`src/hdl/dtd_pkg.sv`:
```
package dtd_pkg;
   localparam int unsigned DTD_AW       = 6;
   localparam int unsigned DTD_DW       = 32;
   // register index; byte address is four times the index
   localparam logic [3:0]  IDX_NCTL     = 4'h0;
   localparam logic [3:0]  IDX_SHARED   = 4'h1;
   localparam logic [3:0]  IDX_WCTL     = 4'h2;
   localparam logic [3:0]  IDX_JOINT    = 4'h3;
   localparam logic [3:0]  IDX_NINIT    = 4'h4;
   localparam logic [3:0]  IDX_WINIT_LO = 4'h5;
   localparam logic [3:0]  IDX_WINIT_HI = 4'h6;
   localparam logic [3:0]  IDX_NCAP_LO  = 4'h7;
   localparam logic [3:0]  IDX_NCAP_HI  = 4'h8;
   localparam logic [3:0]  IDX_WCAP_LO  = 4'h9;
   localparam logic [3:0]  IDX_WCAP_HI  = 4'ha;
   // timer control fields (narrow and wide alike)
   localparam int          C_EN         = 7;
   localparam int          C_SINGLE     = 6;
   localparam int          C_TOUT       = 5;
   localparam int          C_CLK_HI     = 4;
   localparam int          C_CLK_LO     = 3;
   localparam int          C_CAPM       = 2;
   localparam int          C_CNTM       = 1;
   localparam int          C_ROUTE      = 0;
   // shared configuration fields
   localparam int          S_MODE       = 7;
   localparam int          S_SEL        = 6;
   localparam int          S_LOG_HI     = 5;
   localparam int          S_LOG_LO     = 4;
   localparam int          S_PP_HI      = 3;
   localparam int          S_PP_LO      = 2;
   localparam logic [1:0]  PP_CODE      = 2'h1;
   localparam logic [7:0]  SHARED_WMASK = 8'hfc;
   // joint control fields
   localparam int          J_WEN        = 7;
   localparam int          J_NEN        = 6;
   localparam int          J_SYNC       = 5;
   // bits kept through a stop-mode recovery
   localparam logic [7:0]  CTL_KEEP     = 8'h1c;
   localparam logic [7:0]  SHARED_KEEP  = 8'h30;
   localparam logic [2:0]  PRE_ONE      = 3'h1;
   localparam logic [7:0]  N_ONE        = 8'h01;
   localparam logic [15:0] W_ONE        = 16'h0001;

   typedef enum logic [1:0] {DIV1 = 2'b00, DIV2 = 2'b01, DIV4 = 2'b10, DIV8 = 2'b11} dtd_div_e;
   typedef enum logic [1:0] {LG_AND = 2'b00, LG_OR = 2'b01, LG_NOR = 2'b10, LG_NAND = 2'b11}
      dtd_logic_e;
   typedef enum logic [1:0] {ED_FALL = 2'b00, ED_RISE = 2'b01, ED_BOTH = 2'b10, ED_RSVD = 2'b11}
      dtd_edge_e;
   typedef enum logic {BUS_IDLE = 1'b0, BUS_ACK = 1'b1} dtd_bus_e;

   typedef struct packed {
      logic [7:0]  nctl;
      logic [7:0]  shared;
      logic [7:0]  wctl;
      logic        sync;
      logic [7:0]  ninit;
      logic [15:0] winit;
      logic [7:0]  ncap_lo;
      logic [7:0]  ncap_hi;
      logic [15:0] wcap;
   } dtd_regs_s;

   typedef struct packed {
      dtd_regs_s   r;
      logic [7:0]  ncnt;
      logic [15:0] wcnt;
      logic        nout;
      logic        wout;
      logic        wcap_done;
      logic [2:0]  pre;
      logic [2:0]  sa;
      logic [2:0]  sb;
      logic        sta;
      logic        stb;
      logic        din_prev;
      dtd_bus_e    bus;
      logic        waitreq;
      logic [7:0]  rdata;
      logic        p1;
      logic        p2;
      logic        p3;
      logic        nirq;
      logic        wirq;
   } dtd_state_s;

   localparam dtd_state_s DTD_STATE_RST = '{default: '0, bus: BUS_IDLE, waitreq: 1'b1};
endpackage : dtd_pkg

```
`src/hdl/dtd_timer.sv`:
```
`timescale 1ns/1ns
module dtd_timer
   import dtd_pkg::*;
(
   input  wire logic               i_core_clk,
   input  wire logic               i_rst_n,
   input  wire logic               i_stop_recover,
   input  wire logic [DTD_AW-1:0]  i_avs_address,
   input  wire logic               i_avs_read,
   input  wire logic               i_avs_write,
   input  wire logic [DTD_DW-1:0]  i_avs_writedata,
   input  wire logic [3:0]         i_avs_byteenable,
   output logic      [DTD_DW-1:0]  o_avs_readdata,
   output logic                    o_avs_waitrequest,
   input  wire logic               i_first_comparator_pin,
   input  wire logic               i_port_two_pin_zero,
   input  wire logic [2:0]         i_port_latch,
   output logic                    o_first_timer_out_pin,
   output logic                    o_second_timer_out_pin,
   output logic                    o_third_timer_out_pin,
   output logic                    o_narrow_irq,
   output logic                    o_wide_irq
);

   dtd_state_s        q;
   dtd_state_s        n;
   logic [3:0]        widx;
   logic [7:0]        wd;
   logic [7:0]        rd;
   logic              take_wr;
   logic              demod;
   logic              pp;
   logic              din;
   logic              rise;
   logic              fall;
   logic              hit;
   logic              nstart;
   logic              wstart;
   logic              nrun;
   logic              wrun;
   logic              n_to;
   logic              n_cap;
   logic              w_to;
   logic              w_cap;
   logic              comb_out;

   // prescaler tap for a clock select code
   function automatic logic dtd_tick(input logic [1:0] sel, input logic [2:0] pre);
      case (dtd_div_e'(sel))
         DIV1:    dtd_tick = 1'b1;
         DIV2:    dtd_tick = pre[0];
         DIV4:    dtd_tick = &pre[1:0];
         default: dtd_tick = &pre;
      endcase
   endfunction : dtd_tick

   always_comb
   begin
      n        = q;
      n_to     = 1'b0;
      n_cap    = 1'b0;
      w_to     = 1'b0;
      w_cap    = 1'b0;
      widx     = i_avs_address[DTD_AW-1:2];
      wd       = i_avs_writedata[7:0];
      take_wr  = (q.bus == BUS_ACK) && i_avs_write && i_avs_byteenable[0];
      demod    = q.r.shared[S_MODE];
      pp       = (q.r.shared[S_PP_HI:S_PP_LO] == PP_CODE);
      n.pre    = q.pre + PRE_ONE;
      // input synchronisers, change taken once stages two and three agree
      n.sa     = {q.sa[1:0], i_first_comparator_pin};
      n.sb     = {q.sb[1:0], i_port_two_pin_zero};
      if (q.sa[1] == q.sa[2])
      begin
         n.sta = q.sa[2];
      end
      if (q.sb[1] == q.sb[2])
      begin
         n.stb = q.sb[2];
      end
      din        = q.r.shared[S_SEL] ? q.stb : q.sta;
      n.din_prev = din;
      rise       = din & ~q.din_prev;
      fall       = ~din & q.din_prev;
      case (dtd_edge_e'(q.r.shared[S_LOG_HI:S_LOG_LO]))
         ED_FALL: hit = fall;
         ED_RISE: hit = rise;
         ED_BOTH: hit = rise | fall;
         default: hit = 1'b0;
      endcase
      // read mux
      case (widx)
         IDX_NCTL:     rd = q.r.nctl;
         IDX_SHARED:   rd = q.r.shared;
         IDX_WCTL:     rd = q.r.wctl;
         IDX_JOINT:    rd = {q.r.wctl[C_EN], q.r.nctl[C_EN], q.r.sync, 5'h00};
         IDX_NINIT:    rd = q.r.ninit;
         IDX_WINIT_LO: rd = q.r.winit[7:0];
         IDX_WINIT_HI: rd = q.r.winit[15:8];
         IDX_NCAP_LO:  rd = q.r.ncap_lo;
         IDX_NCAP_HI:  rd = q.r.ncap_hi;
         IDX_WCAP_LO:  rd = q.r.wcap[7:0];
         IDX_WCAP_HI:  rd = q.r.wcap[15:8];
         default:      rd = 8'h00;
      endcase
      // bus handshake: request seen, one cycle later waitrequest drops
      case (q.bus)
         BUS_IDLE:
         begin
            if (i_avs_read || i_avs_write)
            begin
               n.bus     = BUS_ACK;
               n.waitreq = 1'b0;
               n.rdata   = rd;
            end
         end
         default:
         begin
            n.bus     = BUS_IDLE;
            n.waitreq = 1'b1;
         end
      endcase
      // register writes
      if (take_wr)
      begin
         case (widx)
            IDX_NCTL:     n.r.nctl = {wd[7:6], q.r.nctl[C_TOUT] & ~wd[C_TOUT], wd[4:0]};
            IDX_SHARED:   n.r.shared = wd & SHARED_WMASK;
            IDX_WCTL:     n.r.wctl = {wd[7:6], q.r.wctl[C_TOUT] & ~wd[C_TOUT], wd[4:0]};
            IDX_JOINT:
            begin
               n.r.wctl[C_EN] = wd[J_WEN];
               n.r.nctl[C_EN] = wd[J_NEN];
               n.r.sync       = wd[J_SYNC];
            end
            IDX_NINIT:    n.r.ninit = wd;
            IDX_WINIT_LO: n.r.winit[7:0] = wd;
            IDX_WINIT_HI: n.r.winit[15:8] = wd;
            default:      ;
         endcase
      end
      // start detection; a fresh start reloads the initial count
      nstart = ~q.r.nctl[C_EN] & n.r.nctl[C_EN];
      wstart = ~q.r.wctl[C_EN] & n.r.wctl[C_EN];
      if (n.r.sync && (nstart || wstart))
      begin
         n.r.nctl[C_EN] = 1'b1;
         n.r.wctl[C_EN] = 1'b1;
         nstart         = 1'b1;
         wstart         = 1'b1;
         n.pre          = 3'h0;
      end
      if (nstart)
      begin
         n.ncnt = n.r.ninit;
         n.nout = 1'b0;
      end
      if (wstart)
      begin
         n.wcnt      = n.r.winit;
         n.wout      = 1'b0;
         n.wcap_done = 1'b0;
      end
      // narrow counter
      nrun = q.r.nctl[C_EN] & n.r.nctl[C_EN];
      if (nrun)
      begin
         if (demod && hit)
         begin
            if (fall)
            begin
               n.r.ncap_lo = q.ncnt;
            end
            else
            begin
               n.r.ncap_hi = q.ncnt;
            end
            n.ncnt = q.r.ninit;
            n_cap  = 1'b1;
         end
         else if (dtd_tick(q.r.nctl[C_CLK_HI:C_CLK_LO], q.pre))
         begin
            if (q.ncnt == 8'h00)
            begin
               n_to = 1'b1;
            end
            else
            begin
               n.ncnt = q.ncnt - N_ONE;
            end
         end
      end
      // wide counter
      wrun = q.r.wctl[C_EN] & n.r.wctl[C_EN];
      if (wrun)
      begin
         if (demod && hit)
         begin
            if (!(q.r.wctl[C_SINGLE] && q.wcap_done))
            begin
               n.r.wcap    = q.wcnt;
               n.wcnt      = q.r.winit;
               n.wcap_done = 1'b1;
               w_cap       = 1'b1;
            end
         end
         else if (dtd_tick(q.r.wctl[C_CLK_HI:C_CLK_LO], q.pre))
         begin
            if (q.wcnt == 16'h0000)
            begin
               w_to = 1'b1;
            end
            else
            begin
               n.wcnt = q.wcnt - W_ONE;
            end
         end
      end
      // terminal count handling; hardware set wins over a same-cycle clear
      if (n_to)
      begin
         n.r.nctl[C_TOUT] = 1'b1;
         n.ncnt           = q.r.ninit;
         n.nout           = ~q.nout & ~demod;
         if (pp)
         begin
            n.r.nctl[C_EN] = 1'b0;
            n.r.wctl[C_EN] = 1'b1;
            n.wcnt         = n.r.winit;
            n.wcap_done    = 1'b0;
         end
         else if (!demod && q.r.nctl[C_SINGLE])
         begin
            n.r.nctl[C_EN] = 1'b0;
         end
      end
      if (w_to)
      begin
         n.r.wctl[C_TOUT] = 1'b1;
         n.wcnt           = q.r.winit;
         n.wout           = ~q.wout & ~demod;
         if (pp)
         begin
            n.r.wctl[C_EN] = 1'b0;
            n.r.nctl[C_EN] = 1'b1;
            n.ncnt         = n.r.ninit;
         end
         else if (!demod && q.r.wctl[C_SINGLE])
         begin
            n.r.wctl[C_EN] = 1'b0;
         end
      end
      n.nirq = (n_to & q.r.nctl[C_CNTM]) | (n_cap & q.r.nctl[C_CAPM]);
      n.wirq = (w_to & q.r.wctl[C_CNTM]) | (w_cap & q.r.wctl[C_CAPM]);
      // warm restart masks the control and shared registers to their retained fields; the other registers keep their values
      if (i_stop_recover)
      begin
         n.r.nctl   = q.r.nctl & CTL_KEEP;
         n.r.wctl   = q.r.wctl & CTL_KEEP;
         n.r.shared = q.r.shared & SHARED_KEEP;
         n.nout     = 1'b0;
         n.wout     = 1'b0;
         n.nirq     = 1'b0;
         n.wirq     = 1'b0;
      end
      case (dtd_logic_e'(n.r.shared[S_LOG_HI:S_LOG_LO]))
         LG_AND:  comb_out = n.nout & n.wout;
         LG_OR:   comb_out = n.nout | n.wout;
         LG_NOR:  comb_out = ~(n.nout | n.wout);
         default: comb_out = ~(n.nout & n.wout);
      endcase
      n.p1 = n.r.nctl[C_ROUTE] ? n.nout : i_port_latch[0];
      n.p2 = n.r.wctl[C_ROUTE] ? n.wout : i_port_latch[1];
      n.p3 = (!n.r.shared[S_MODE] && n.r.shared[S_SEL]) ? comb_out : i_port_latch[2];
   end

   always_ff @(posedge i_core_clk or negedge i_rst_n)
   begin
      if (!i_rst_n)
      begin
         q <= DTD_STATE_RST;
      end
      else
      begin
         q <= n;
      end
   end

   assign o_avs_readdata         = {24'h000000, q.rdata};
   assign o_avs_waitrequest      = q.waitreq;
   assign o_first_timer_out_pin  = q.p1;
   assign o_second_timer_out_pin = q.p2;
   assign o_third_timer_out_pin  = q.p3;
   assign o_narrow_irq           = q.nirq;
   assign o_wide_irq             = q.wirq;
endmodule : dtd_timer

```
`config.mk`:
```
export PLATFORM = sky130hd
export DESIGN_NAME = dtd_timer
export DESIGN_NICKNAME = d
export VERILOG_FILES = /design/src/hdl/dtd_pkg.sv /design/src/hdl/dtd_timer.sv
export SDC_FILE = /design/constraint.sdc
export NUM_CORES = 1
export LEC_CHECK = 0
export BUFFER_PORTS_ARGS = -buffer_cell sky130_fd_sc_hd__buf_2
export CORE_MARGIN = 2
export CORE_UTILIZATION = 59
export DETAILED_ROUTE_END_ITERATION = 6
export PLACE_DENSITY = 0.81
export RECOVER_POWER = 25
export SLEW_MARGIN = 20
export SYNTH_ARGS = -nofsm -noshare
export SYNTH_HDL_FRONTEND = slang
export SYNTH_SLANG_ARGS = --single-unit
```
`constraint.sdc`:
```
create_clock -name i_core_clk -period 3.85 [get_ports i_core_clk]
set_clock_uncertainty 0.15 [all_clocks]
set_input_delay 0.5775 -clock i_core_clk [delete_from_list [all_inputs] [get_ports i_core_clk]]
set_output_delay 0.5775 -clock i_core_clk [all_outputs]
set_load 0.02 [all_outputs]
```
==> run_results.csv, run 1 <==
group,metric,value,unit
floorplan,dieArea,0.01362,sq mm
timing,fin_crit_sh,92.73,%
global_route,antenna_found_initial,1,
timing,tightest_slew,1.912,ns
synth,ys_ff_latch,133,
synth,async_flop_share,100.0,%
job,maxCapViolations,1,
timing,setup_tns,0,ns
finish,layout-drive-gt1-share,22.50,%
floorplan,fp.dieH,116.7,um
power,power-per-cell-area,539.8,mW/mm^2
synth,ys.flop_type,"dfrtp_1",
synth,synth_edf_count,0,
finish,diodes,0,
critical_path,start_kind,"flip-flop",
global_route,track_usage,35.75,%
finish,area_growth,13.27,%
global_route,grt_pass1_wl,35760,um
clock_tree,ctsHoldBuffers,0,
timing,fmax,280.1,MHz
critical_path,crit_required,4.05,ns
timing,setup_viol_count_final,0,
global_route,grt_pass1_vias,6382,
power,total_power,4.584,mW
detailed_routing,dr.pass1.iters,7,
critical_path,r2r_setup_slack,0.28,ns
clock_tree,post_cts_resized,0,
finish,final_common_cell,"dfrtp_1",
finish,final_cell_mix,"dfrtp_1, mux2_2, nand2_1, nor2_1, o21ai_0",
power,p_leak,3.910,nW
floorplan,start_util,59.90,%
timing,maxSlewHeadroom,-27.47,%
synth,yosysUniqueCellTypes,77,
detailed_routing,totalWireLength,23170,um
worst_hold_path,hp-class,"input pin to flip-flop",
finish,fin_nets,877,
synth,syn_avg_cell_area,9.661,sq um
synth,syn_area,0.007497,sq mm
critical_path,cp.arrival,3.77,ns
clock_tree,cts_buffers,17,
floorplan,io-pin-count,90,
timing,fin_crit,3.570,ns
detailed_routing,drc,1,
placed_design,post-dp-hpwl,16580,um
synth,ys_warn_count,0,
global_route,overflow,0,
detailed_routing,vias,6644,
detailed_routing,ant_nets,0,
clock_tree,ctsLongestPathBuffers,2,
clock_tree,htreeDepth,4,
clock_tree,path_clk_slew,0.06,ns
detailed_routing,drt-initial-drc-count,790,
clock_tree,clock-root-buffer,"clkbuf_16",
synth,synthTopCellsByArea,"dfrtp_1, mux2_2, o21ai_0",
floorplan,core,0.01252,sq mm
synth,syn_inst,776,
timing,final-hold-violation-count,0,
synth,synth_top_area_share,44.06,%
synth,seq_area_frac_synth,44.41,%
critical_path,cp_max_fo,8,
floorplan,rows,41,
clock_tree,cts_tree,"done",
floorplan,die_w,116.7,um
critical_path,crit_type,"flip-flop to flip-flop",
timing,timing.final.max_slew_violations,76,
status,outcome,"finished, violations left",
critical_path,end_kind,"flip-flop",
status,violations,"DRC, capacitance limit, slew limit",
clock_tree,clock_latency,0.42,ns
global_route,grt_max_degree,76,
power,peakVddDrop,463.8,uV
detailed_routing,wire_per_inst,23.10,um
clock_tree,cts.sinks,133,
timing,rsz0062_at_grt,"false",
synth,yosys.area.top_type,"dfrtp_1",
placed_design,place_congestion,0.9906,
placed_design,port_buffers,36,
detailed_routing,routed_via_density,6.624,
## routing by layer
layer | global-route usage (%) | vias to the layer above | share of wire (%)
met1 | 48.49 | 3216 | 39
met5 | 0 | - | 0
met4 | 15.06 | 0 | 3.5
met3 | 10.48 | 71 | 12
met2 | 53.95 | 447 | 46
li1 | - | 2910 | -
## sequential cells by signal, indices dropped and copies added, names as in the netlist
register	cells
demod	1
o_avs_waitrequest	1
q	114
o_first_timer_out_pin	1
o_third_timer_out_pin	1
o_second_timer_out_pin	1
n	4
o_avs_readdata	8
o_narrow_irq	1
o_wide_irq	1
## path summary, 6_finish.rpt
check | cells past startpoint | endpoint | start
max in group asynchronous | 2 | o_avs_waitrequest | i_rst_n
min in group asynchronous | 1 | q[36] | i_rst_n
max reg2reg | 8 | q[44] | q[33]
min | 1 | n[22] | i_first_comparator_pin
max | 8 | q[44] | q[33]
min reg2reg | 0 | n[20] | n[19]
## power by group
group / internal, mW / leakage [nW] / switching, mW
Clock: 1.12 / 0.312 / 0.618
Sequential: 1.55 / 1.78 / 0.241
Combinational: 0.427 / 1.82 / 0.622
## area by class of cell
cell class / instances / area (sq um)
multi-input cells: 582 / 3820
inverters: 16 / 60.06
fillers: 1019 / 4025
repair buffers: 68 / 432.9
clock inverters: 11 / 173.9
well taps: 172 / 215.2
clock buffers: 21 / 460.4
flip-flops and latches: 133 / 3329
## critical path, cell delays in order, from the launching register on
cell and delay (ns):
dfrtp_1 0.50, nor4_1 0.64, nand3_1 0.42, o211a_1 0.37, o21ai_0 0.39, and2_1 0.43, a222oi_1 0.17, or2_2 0.31
a21oi_1 0.13
## stage by stage
step           utilization [%]  hold slack (ns)  area, sq um  worst slack [ns]  instances
2_1_floorplan                -           0.1319         7584            0.7308        799
3_3_place_gp             62.66           0.1822         7844            0.4523        969
3_5_place_dp             62.66           0.1902         7844            0.3195        969
4_1_cts                  67.73          0.05222         8478            0.3112       1001
5_1_grt                  67.84          0.09505         8492            0.1126       1003
6_report                 67.84           0.1064         8492            0.2798       1003
## Yosys cell counts (all sizes together), types with 11 or more instances
cell and n:
dfrtp 132, mux2 67, nand2 66, nor2 63, o21ai 55, a21oi 50, buf 37, nand3 35
clkbuf 31, nor3 22, a31oi 18, inv 16, mux2i 13, and3 12, a22oi 11
## cell families after synthesis
| kind of cell | share of synthesized area (%) |
|---|---|
| AOI/OAI and AO/OA | 19.14 |
| and+or+nand+nor | 16.24 |
| DFF | 44.41 |
| xor gates and xnor gates | 0.4674 |
| buffers and inverters | 5.858 |
| adders and majority gates | 1.435 |
| muxes | 12.40 |
| other | 0.05002 |
## what timing repair did
item | CTS | global route
buffers inserted | 0 | 2
hold endpoints to repair | 0 | 0
endpoints found under the setup margin | 0 | 1
No activity file was read; power rests on OpenSTA's default activity.
==> run 2: changes to the inputs <==
- CORE_UTILIZATION: 59 -> 45
- PLACE_DENSITY: 0.81 -> unset
==> run_results.csv, run 2 (synthesis gave the netlist of run 1 again) <==
group,metric,value,unit
placed_design,place_inst,1024,
finish,diodes,0,
critical_path,crit_type,"flip-flop to flip-flop",
timing,setup_viol_count_final,0,
global_route,grt_pass1_wl,36360,um
clock_tree,cts.sinks,133,
worst_hold_path,hp-class,"input pin to flip-flop",
timing,fmax,291.1,MHz
critical_path,cp.arrival,3.64,ns
critical_path,reg2reg_depth,8,
timing,setup_tns,0,ns
critical_path,reg2reg_to,"q[44]",
detailed_routing,drc,0,
clock_tree,cts_tree,"done",
clock_tree,ctsLongestPathBuffers,2,
power,peakVddDrop,282.8,uV
floorplan,start_util,45.70,%
clock_tree,ctsHoldBuffers,0,
critical_path,cp_max_fo,8,
detailed_routing,routed_via_density,6.199,
critical_path,crit_required,4.05,ns
timing,final-hold-violation-count,0,
floorplan,io-pin-count,90,
timing,tightest_slew,2.364,ns
clock_tree,clock-root-buffer,"clkbuf_16",
power,p_leak,3.915,nW
critical_path,r2r_setup_slack,0.41,ns
finish,largest_reg_flops,114,
critical_path,r2r-start,"q[39]",
clock_tree,clock_latency,0.43,ns
detailed_routing,wire_per_inst,22.35,um
floorplan,fp.dieH,133.1,um
detailed_routing,vias,6540,
clock_tree,cts_setup_buffers,0,
floorplan,rows,47,
worst_hold_path,min_from,"i_port_two_pin_zero",
status,outcome,"finished, violations left",
detailed_routing,drt-initial-drc-count,708,
floorplan,die_w,133.1,um
worst_hold_path,holdPathStages,1,
placed_design,place_congestion,0.9914,
global_route,antenna_found_initial,0,
clock_tree,htreeDepth,4,
finish,final_cell_mix,"dfrtp_1, mux2_2, nand2_1, nor2_1, o21ai_0",
placed_design,port_buffers,36,
placed_design,post-dp-hpwl,17040,um
detailed_routing,totalWireLength,23580,um
clock_tree,post_cts_resized,0,
clock_tree,cts_buffers,17,
timing,timing.final.max_slew_violations,96,
global_route,track_usage,27.40,%
clock_tree,path_clk_slew,0.06,ns
finish,top_register,"q",
timing,maxSlewHeadroom,-57.60,%
critical_path,end_kind,"flip-flop",
status,violations,"capacitance limit, slew limit",
timing,fin_crit_sh,89.22,%
floorplan,dieArea,0.01771,sq mm
global_route,grt_pass1_vias,6142,
global_route,overflow,0,
finish,fin_nets,882,
finish,finish.utilization,52.09,%
timing,rsz0062_at_grt,"false",
timing,fin_crit,3.435,ns
floorplan,core,0.01641,sq mm
finish,layout-drive-gt1-share,22.87,%
worst_hold_path,worst_hold_path.endpoint,"n[19]",
finish,final_common_cell,"dfrtp_1",
critical_path,start_kind,"flip-flop",
detailed_routing,ant_nets,0,
finish,area_growth,14.00,%
job,maxCapViolations,1,
power,power-per-cell-area,525.8,mW/mm^2
detailed_routing,dr.pass1.iters,7,
global_route,grt_max_degree,96,
finish,instances_no_fill,1055,
[run 2: cell count changes in the layout (fill, tap and decap cells not counted)]
cell | previous run | this run
bufinv_16 | 4 | 3
inv_6 | 1 | 0
clkinv_4 | 4 | 0
clkbuf_1 | 2 | 1
buf_4 | 31 | 37
clkbuf_8 | 2 | 4
clkinv_2 | 2 | 4
clkinvlp_4 | 0 | 2
buf_12 | 1 | 0
nor3_1 | 21 | 22
nor3_2 | 1 | 0
[run 2: worst max path at each step]
stage                     startpoint               endpoint  depth (start not counted)
final                          q[39]                  q[44]                          8
after global routing          q[125]                  q[44]                         12
after CTS                     q[125]  o_third_timer_out_pin                         11
after detailed placement      q[125]  o_third_timer_out_pin                         11
after global placement        q[125]  o_third_timer_out_pin                         11
after floorplan                q[39]  o_third_timer_out_pin                          8
[run 2: metrics by stage]
| step | setup slack (ns) | instance area [sq um] | hold slack, ns | power (mW) |
|---|---|---|---|---|
| 6_report | 0.4149 | 8547 | 0.1070 | 4.494 |
| 2_1_floorplan | 0.7308 | 7584 | 0.1319 | 2.480 |
| 3_3_place_gp | 0.4854 | 7944 | 0.1823 | 2.769 |
| 4_1_cts | 0.4554 | 8553 | 0.08860 | 4.488 |
| 3_5_place_dp | 0.4698 | 7944 | 0.1870 | 2.793 |
| 5_1_grt | 0.2490 | 8547 | 0.09526 | 4.705 |
[run 2: cell type report]
type                    instances  area, sq um
fillers                      1488         7860
multi-input cells             582         3815
repair buffers                 73        457.9
flip-flops and latches        133         3329
well taps                     220        275.3
clock buffers                  22        484.2
clock inverters                 9        125.1
inverters                      16        60.06
[run 2: power breakdown]
part           internal, mW  switching (mW)  total [mW]
combinational         0.419           0.590        1.01
sequential             1.55           0.244        1.80
clock                  1.08           0.608        1.69
total                  3.05            1.44        4.49
[run 2: routing by layer]
metal	track usage, %	vias to the layer above	part of all wire [%]
met5	0	-	0
li1	-	2917	-
met1	39.12	3212	44
met4	10.93	0	2.9
met3	4.943	49	7.9
met2	41.45	362	46
[run 2: critical path: stages (launching register included)]
cell and delay [ns]:
dfrtp_1 0.47, or4_4 0.60, or4_4 0.48, o211a_1 0.29
o21ai_0 0.33, and2_1 0.43, a222oi_1 0.18, or2_2 0.31
a21oi_1 0.12
==> run 3: changes to the inputs <==
- clock period: 3.85 -> 3.88 ns (I/O delays scaled with it)
==> run_results.csv, run 3 (synthesis gave the netlist of run 1 again) <==
group,metric,value,unit
clock_tree,cts_tree,"done",
clock_tree,ctsHoldBuffers,0,
finish,final_cell_mix,"dfrtp_1, mux2_2, nand2_1, nor2_1, o21ai_0",
global_route,grt_pass1_wl,36450,um
detailed_routing,drt-initial-drc-count,808,
floorplan,fp.dieH,133.1,um
critical_path,crit_path_top_delay_cell,"or4b_4",
global_route,antenna_found_initial,0,
timing,fin_crit,3.469,ns
clock_tree,cts_buffers,17,
finish,diodes,0,
critical_path,cp_max_fo,7,
power,peakVddDrop,289.6,uV
power,total_power,4.485,mW
clock_tree,post_cts_resized,0,
placed_design,place_congestion,0.9448,
floorplan,io-pin-count,90,
clock_tree,htreeDepth,4,
status,violations,"capacitance limit, slew limit",
critical_path,crit_chain,"mux2i_1 > inv_1 > ha_1 > mux2_2 > o211a_1 > or4b_4 > or4_4 > a21oi_4 > nand2_1 > o2111ai_1 > o211ai_2",
finish,multi_input_comb_area,0.003815,sq mm
worst_hold_path,hp-class,"input pin to flip-flop",
critical_path,cp_slowest_stage_delay,0.65,ns
worst_hold_path,worst_hold_path.endpoint,"n[19]",
timing,setup_viol_count_final,0,
timing,fin_ws,0.4114,ns
timing,fin_crit_sh,89.40,%
timing,rsz0062_at_grt,"false",
worst_hold_path,min_from,"i_port_two_pin_zero",
placed_design,post-dp-hpwl,17020,um
critical_path,r2r-start,"q[125]",
timing,timing.final.max_slew_violations,117,
finish,fin_nets,883,
critical_path,r2r_setup_slack,0.41,ns
clock_tree,clock_latency,0.42,ns
critical_path,end_kind,"flip-flop",
floorplan,start_util,45.70,%
finish,area_growth,14.29,%
finish,final_common_cell,"dfrtp_1",
global_route,grt_max_degree,117,
status,outcome,"finished, violations left",
detailed_routing,dr.pass1.iters,6,
detailed_routing,wire_per_inst,22.22,um
critical_path,start_kind,"flip-flop",
clock_tree,cts.sinks,133,
timing,whs,0.1124,ns
clock_tree,path_clk_slew,0.06,ns
critical_path,crit_required,4.03,ns
finish,layout-drive-gt1-share,22.97,%
detailed_routing,ant_nets,0,
timing,tightest_slew,2.838,ns
placed_design,port_buffers,36,
worst_hold_path,holdPathStages,1,
timing,fmax,288.3,MHz
critical_path,crit_type,"flip-flop to flip-flop",
job,maxCapViolations,1,
detailed_routing,drc,0,
power,power-per-cell-area,523.4,mW/mm^2
finish,seq_area,0.003329,sq mm
critical_path,reg2reg_to,"o_third_timer_out_pin",
power,p_leak,3.907,nW
floorplan,die_w,133.1,um
detailed_routing,routed_via_density,6.085,
global_route,track_usage,27.19,%
critical_path,cp.arrival,3.62,ns
clock_tree,ctsLongestPathBuffers,2,
timing,final-hold-violation-count,0,
global_route,overflow,0,
floorplan,dieArea,0.01771,sq mm
placed_design,preCtsSetupSlack,0.2318,ns
detailed_routing,totalWireLength,23460,um
critical_path,reg2reg_depth,11,
clock_tree,clock-root-buffer,"clkbuf_16",
detailed_routing,vias,6426,
finish,largest_reg_flops,114,
global_route,grt_pass1_vias,6194,
finish,top_register,"q",
timing,maxSlewHeadroom,-89.23,%
floorplan,rows,47,
finish,finish.utilization,52.22,%
timing,setup_tns,0,ns
floorplan,core,0.01641,sq mm
finish,fillers,1478,
## run 3: changes by cell type in the layout (fill, tap and decap cells not counted), sizes merged
| cell | delta |
|---|---|
| buf | +1 |
| clkinvlp | +3 |
| clkbuf | -3 |
| clkinv | -1 |
| bufinv | +1 |
## run 3: worst max-delay path by stage
| stage | startpoint | endpoint | slack (ns) | cells past startpoint |
|---|---|---|---|---|
| 6_report | q[125] | o_third_timer_out_pin | 0.41 | 11 |
| 5_1_grt | q[125] | q[34] | 0.17 | 14 |
| 4_1_cts | q[125] | q[35] | 0.20 | 12 |
| 3_5_place_dp | q[125] | o_third_timer_out_pin | 0.23 | 11 |
| 3_3_place_gp | q[125] | q[35] | 0.33 | 12 |
| 2_1_floorplan | q[39] | o_third_timer_out_pin | 0.76 | 8 |
## run 3: area by class of cell
type,count,share of cell area (%)
Multi-Input combinational cell,582,44.52
Sequential cell,133,38.86
Timing Repair Buffer,74,5.432
Clock buffer,19,5.169
Tap cell,220,3.213
Clock inverter,12,2.103
Inverter,16,0.7009
## run 3: report_power, final
part	internal [mW]	switching [mW]
registers	1.54	0.239
logic	0.416	0.583
clock network	1.09	0.617
## run 3: routing by layer
layer  track usage, %  routed length (um)  vias up
met3            6.590                2017       46
met2            40.50               10410      336
li1                 -                   -     2928
met1            38.23               10250     3116
met4            10.93                 781        0
met5                0                   0        -
## run 3: metrics by stage
step / area, sq um / std cells
finish: 8568 / 1056
global route: 8568 / 1056
CTS: 8559 / 1054
detailed placement: 7936 / 1023
global placement: 7936 / 1023
floorplan: 7584 / 799
## run 3: what timing repair did
action	in CTS	in global routing
setup buffers	0	2
hold endpoints to repair	0	0
endpoints found under the setup margin	0	6
## run 3: critical path: cells and delay by family (launching register included)
| kind | cells | cell delay, ns |
|---|---|---|
| AND/OR/NAND/NOR | 3 | 1.18 |
| AO/OA/AOI/OAI | 4 | 0.79 |
| multiplexers | 2 | 0.54 |
| flip-flops | 1 | 0.43 |
| adder cells (fa/ha/maj) | 1 | 0.18 |
| buffers and inverters | 1 | 0.09 |
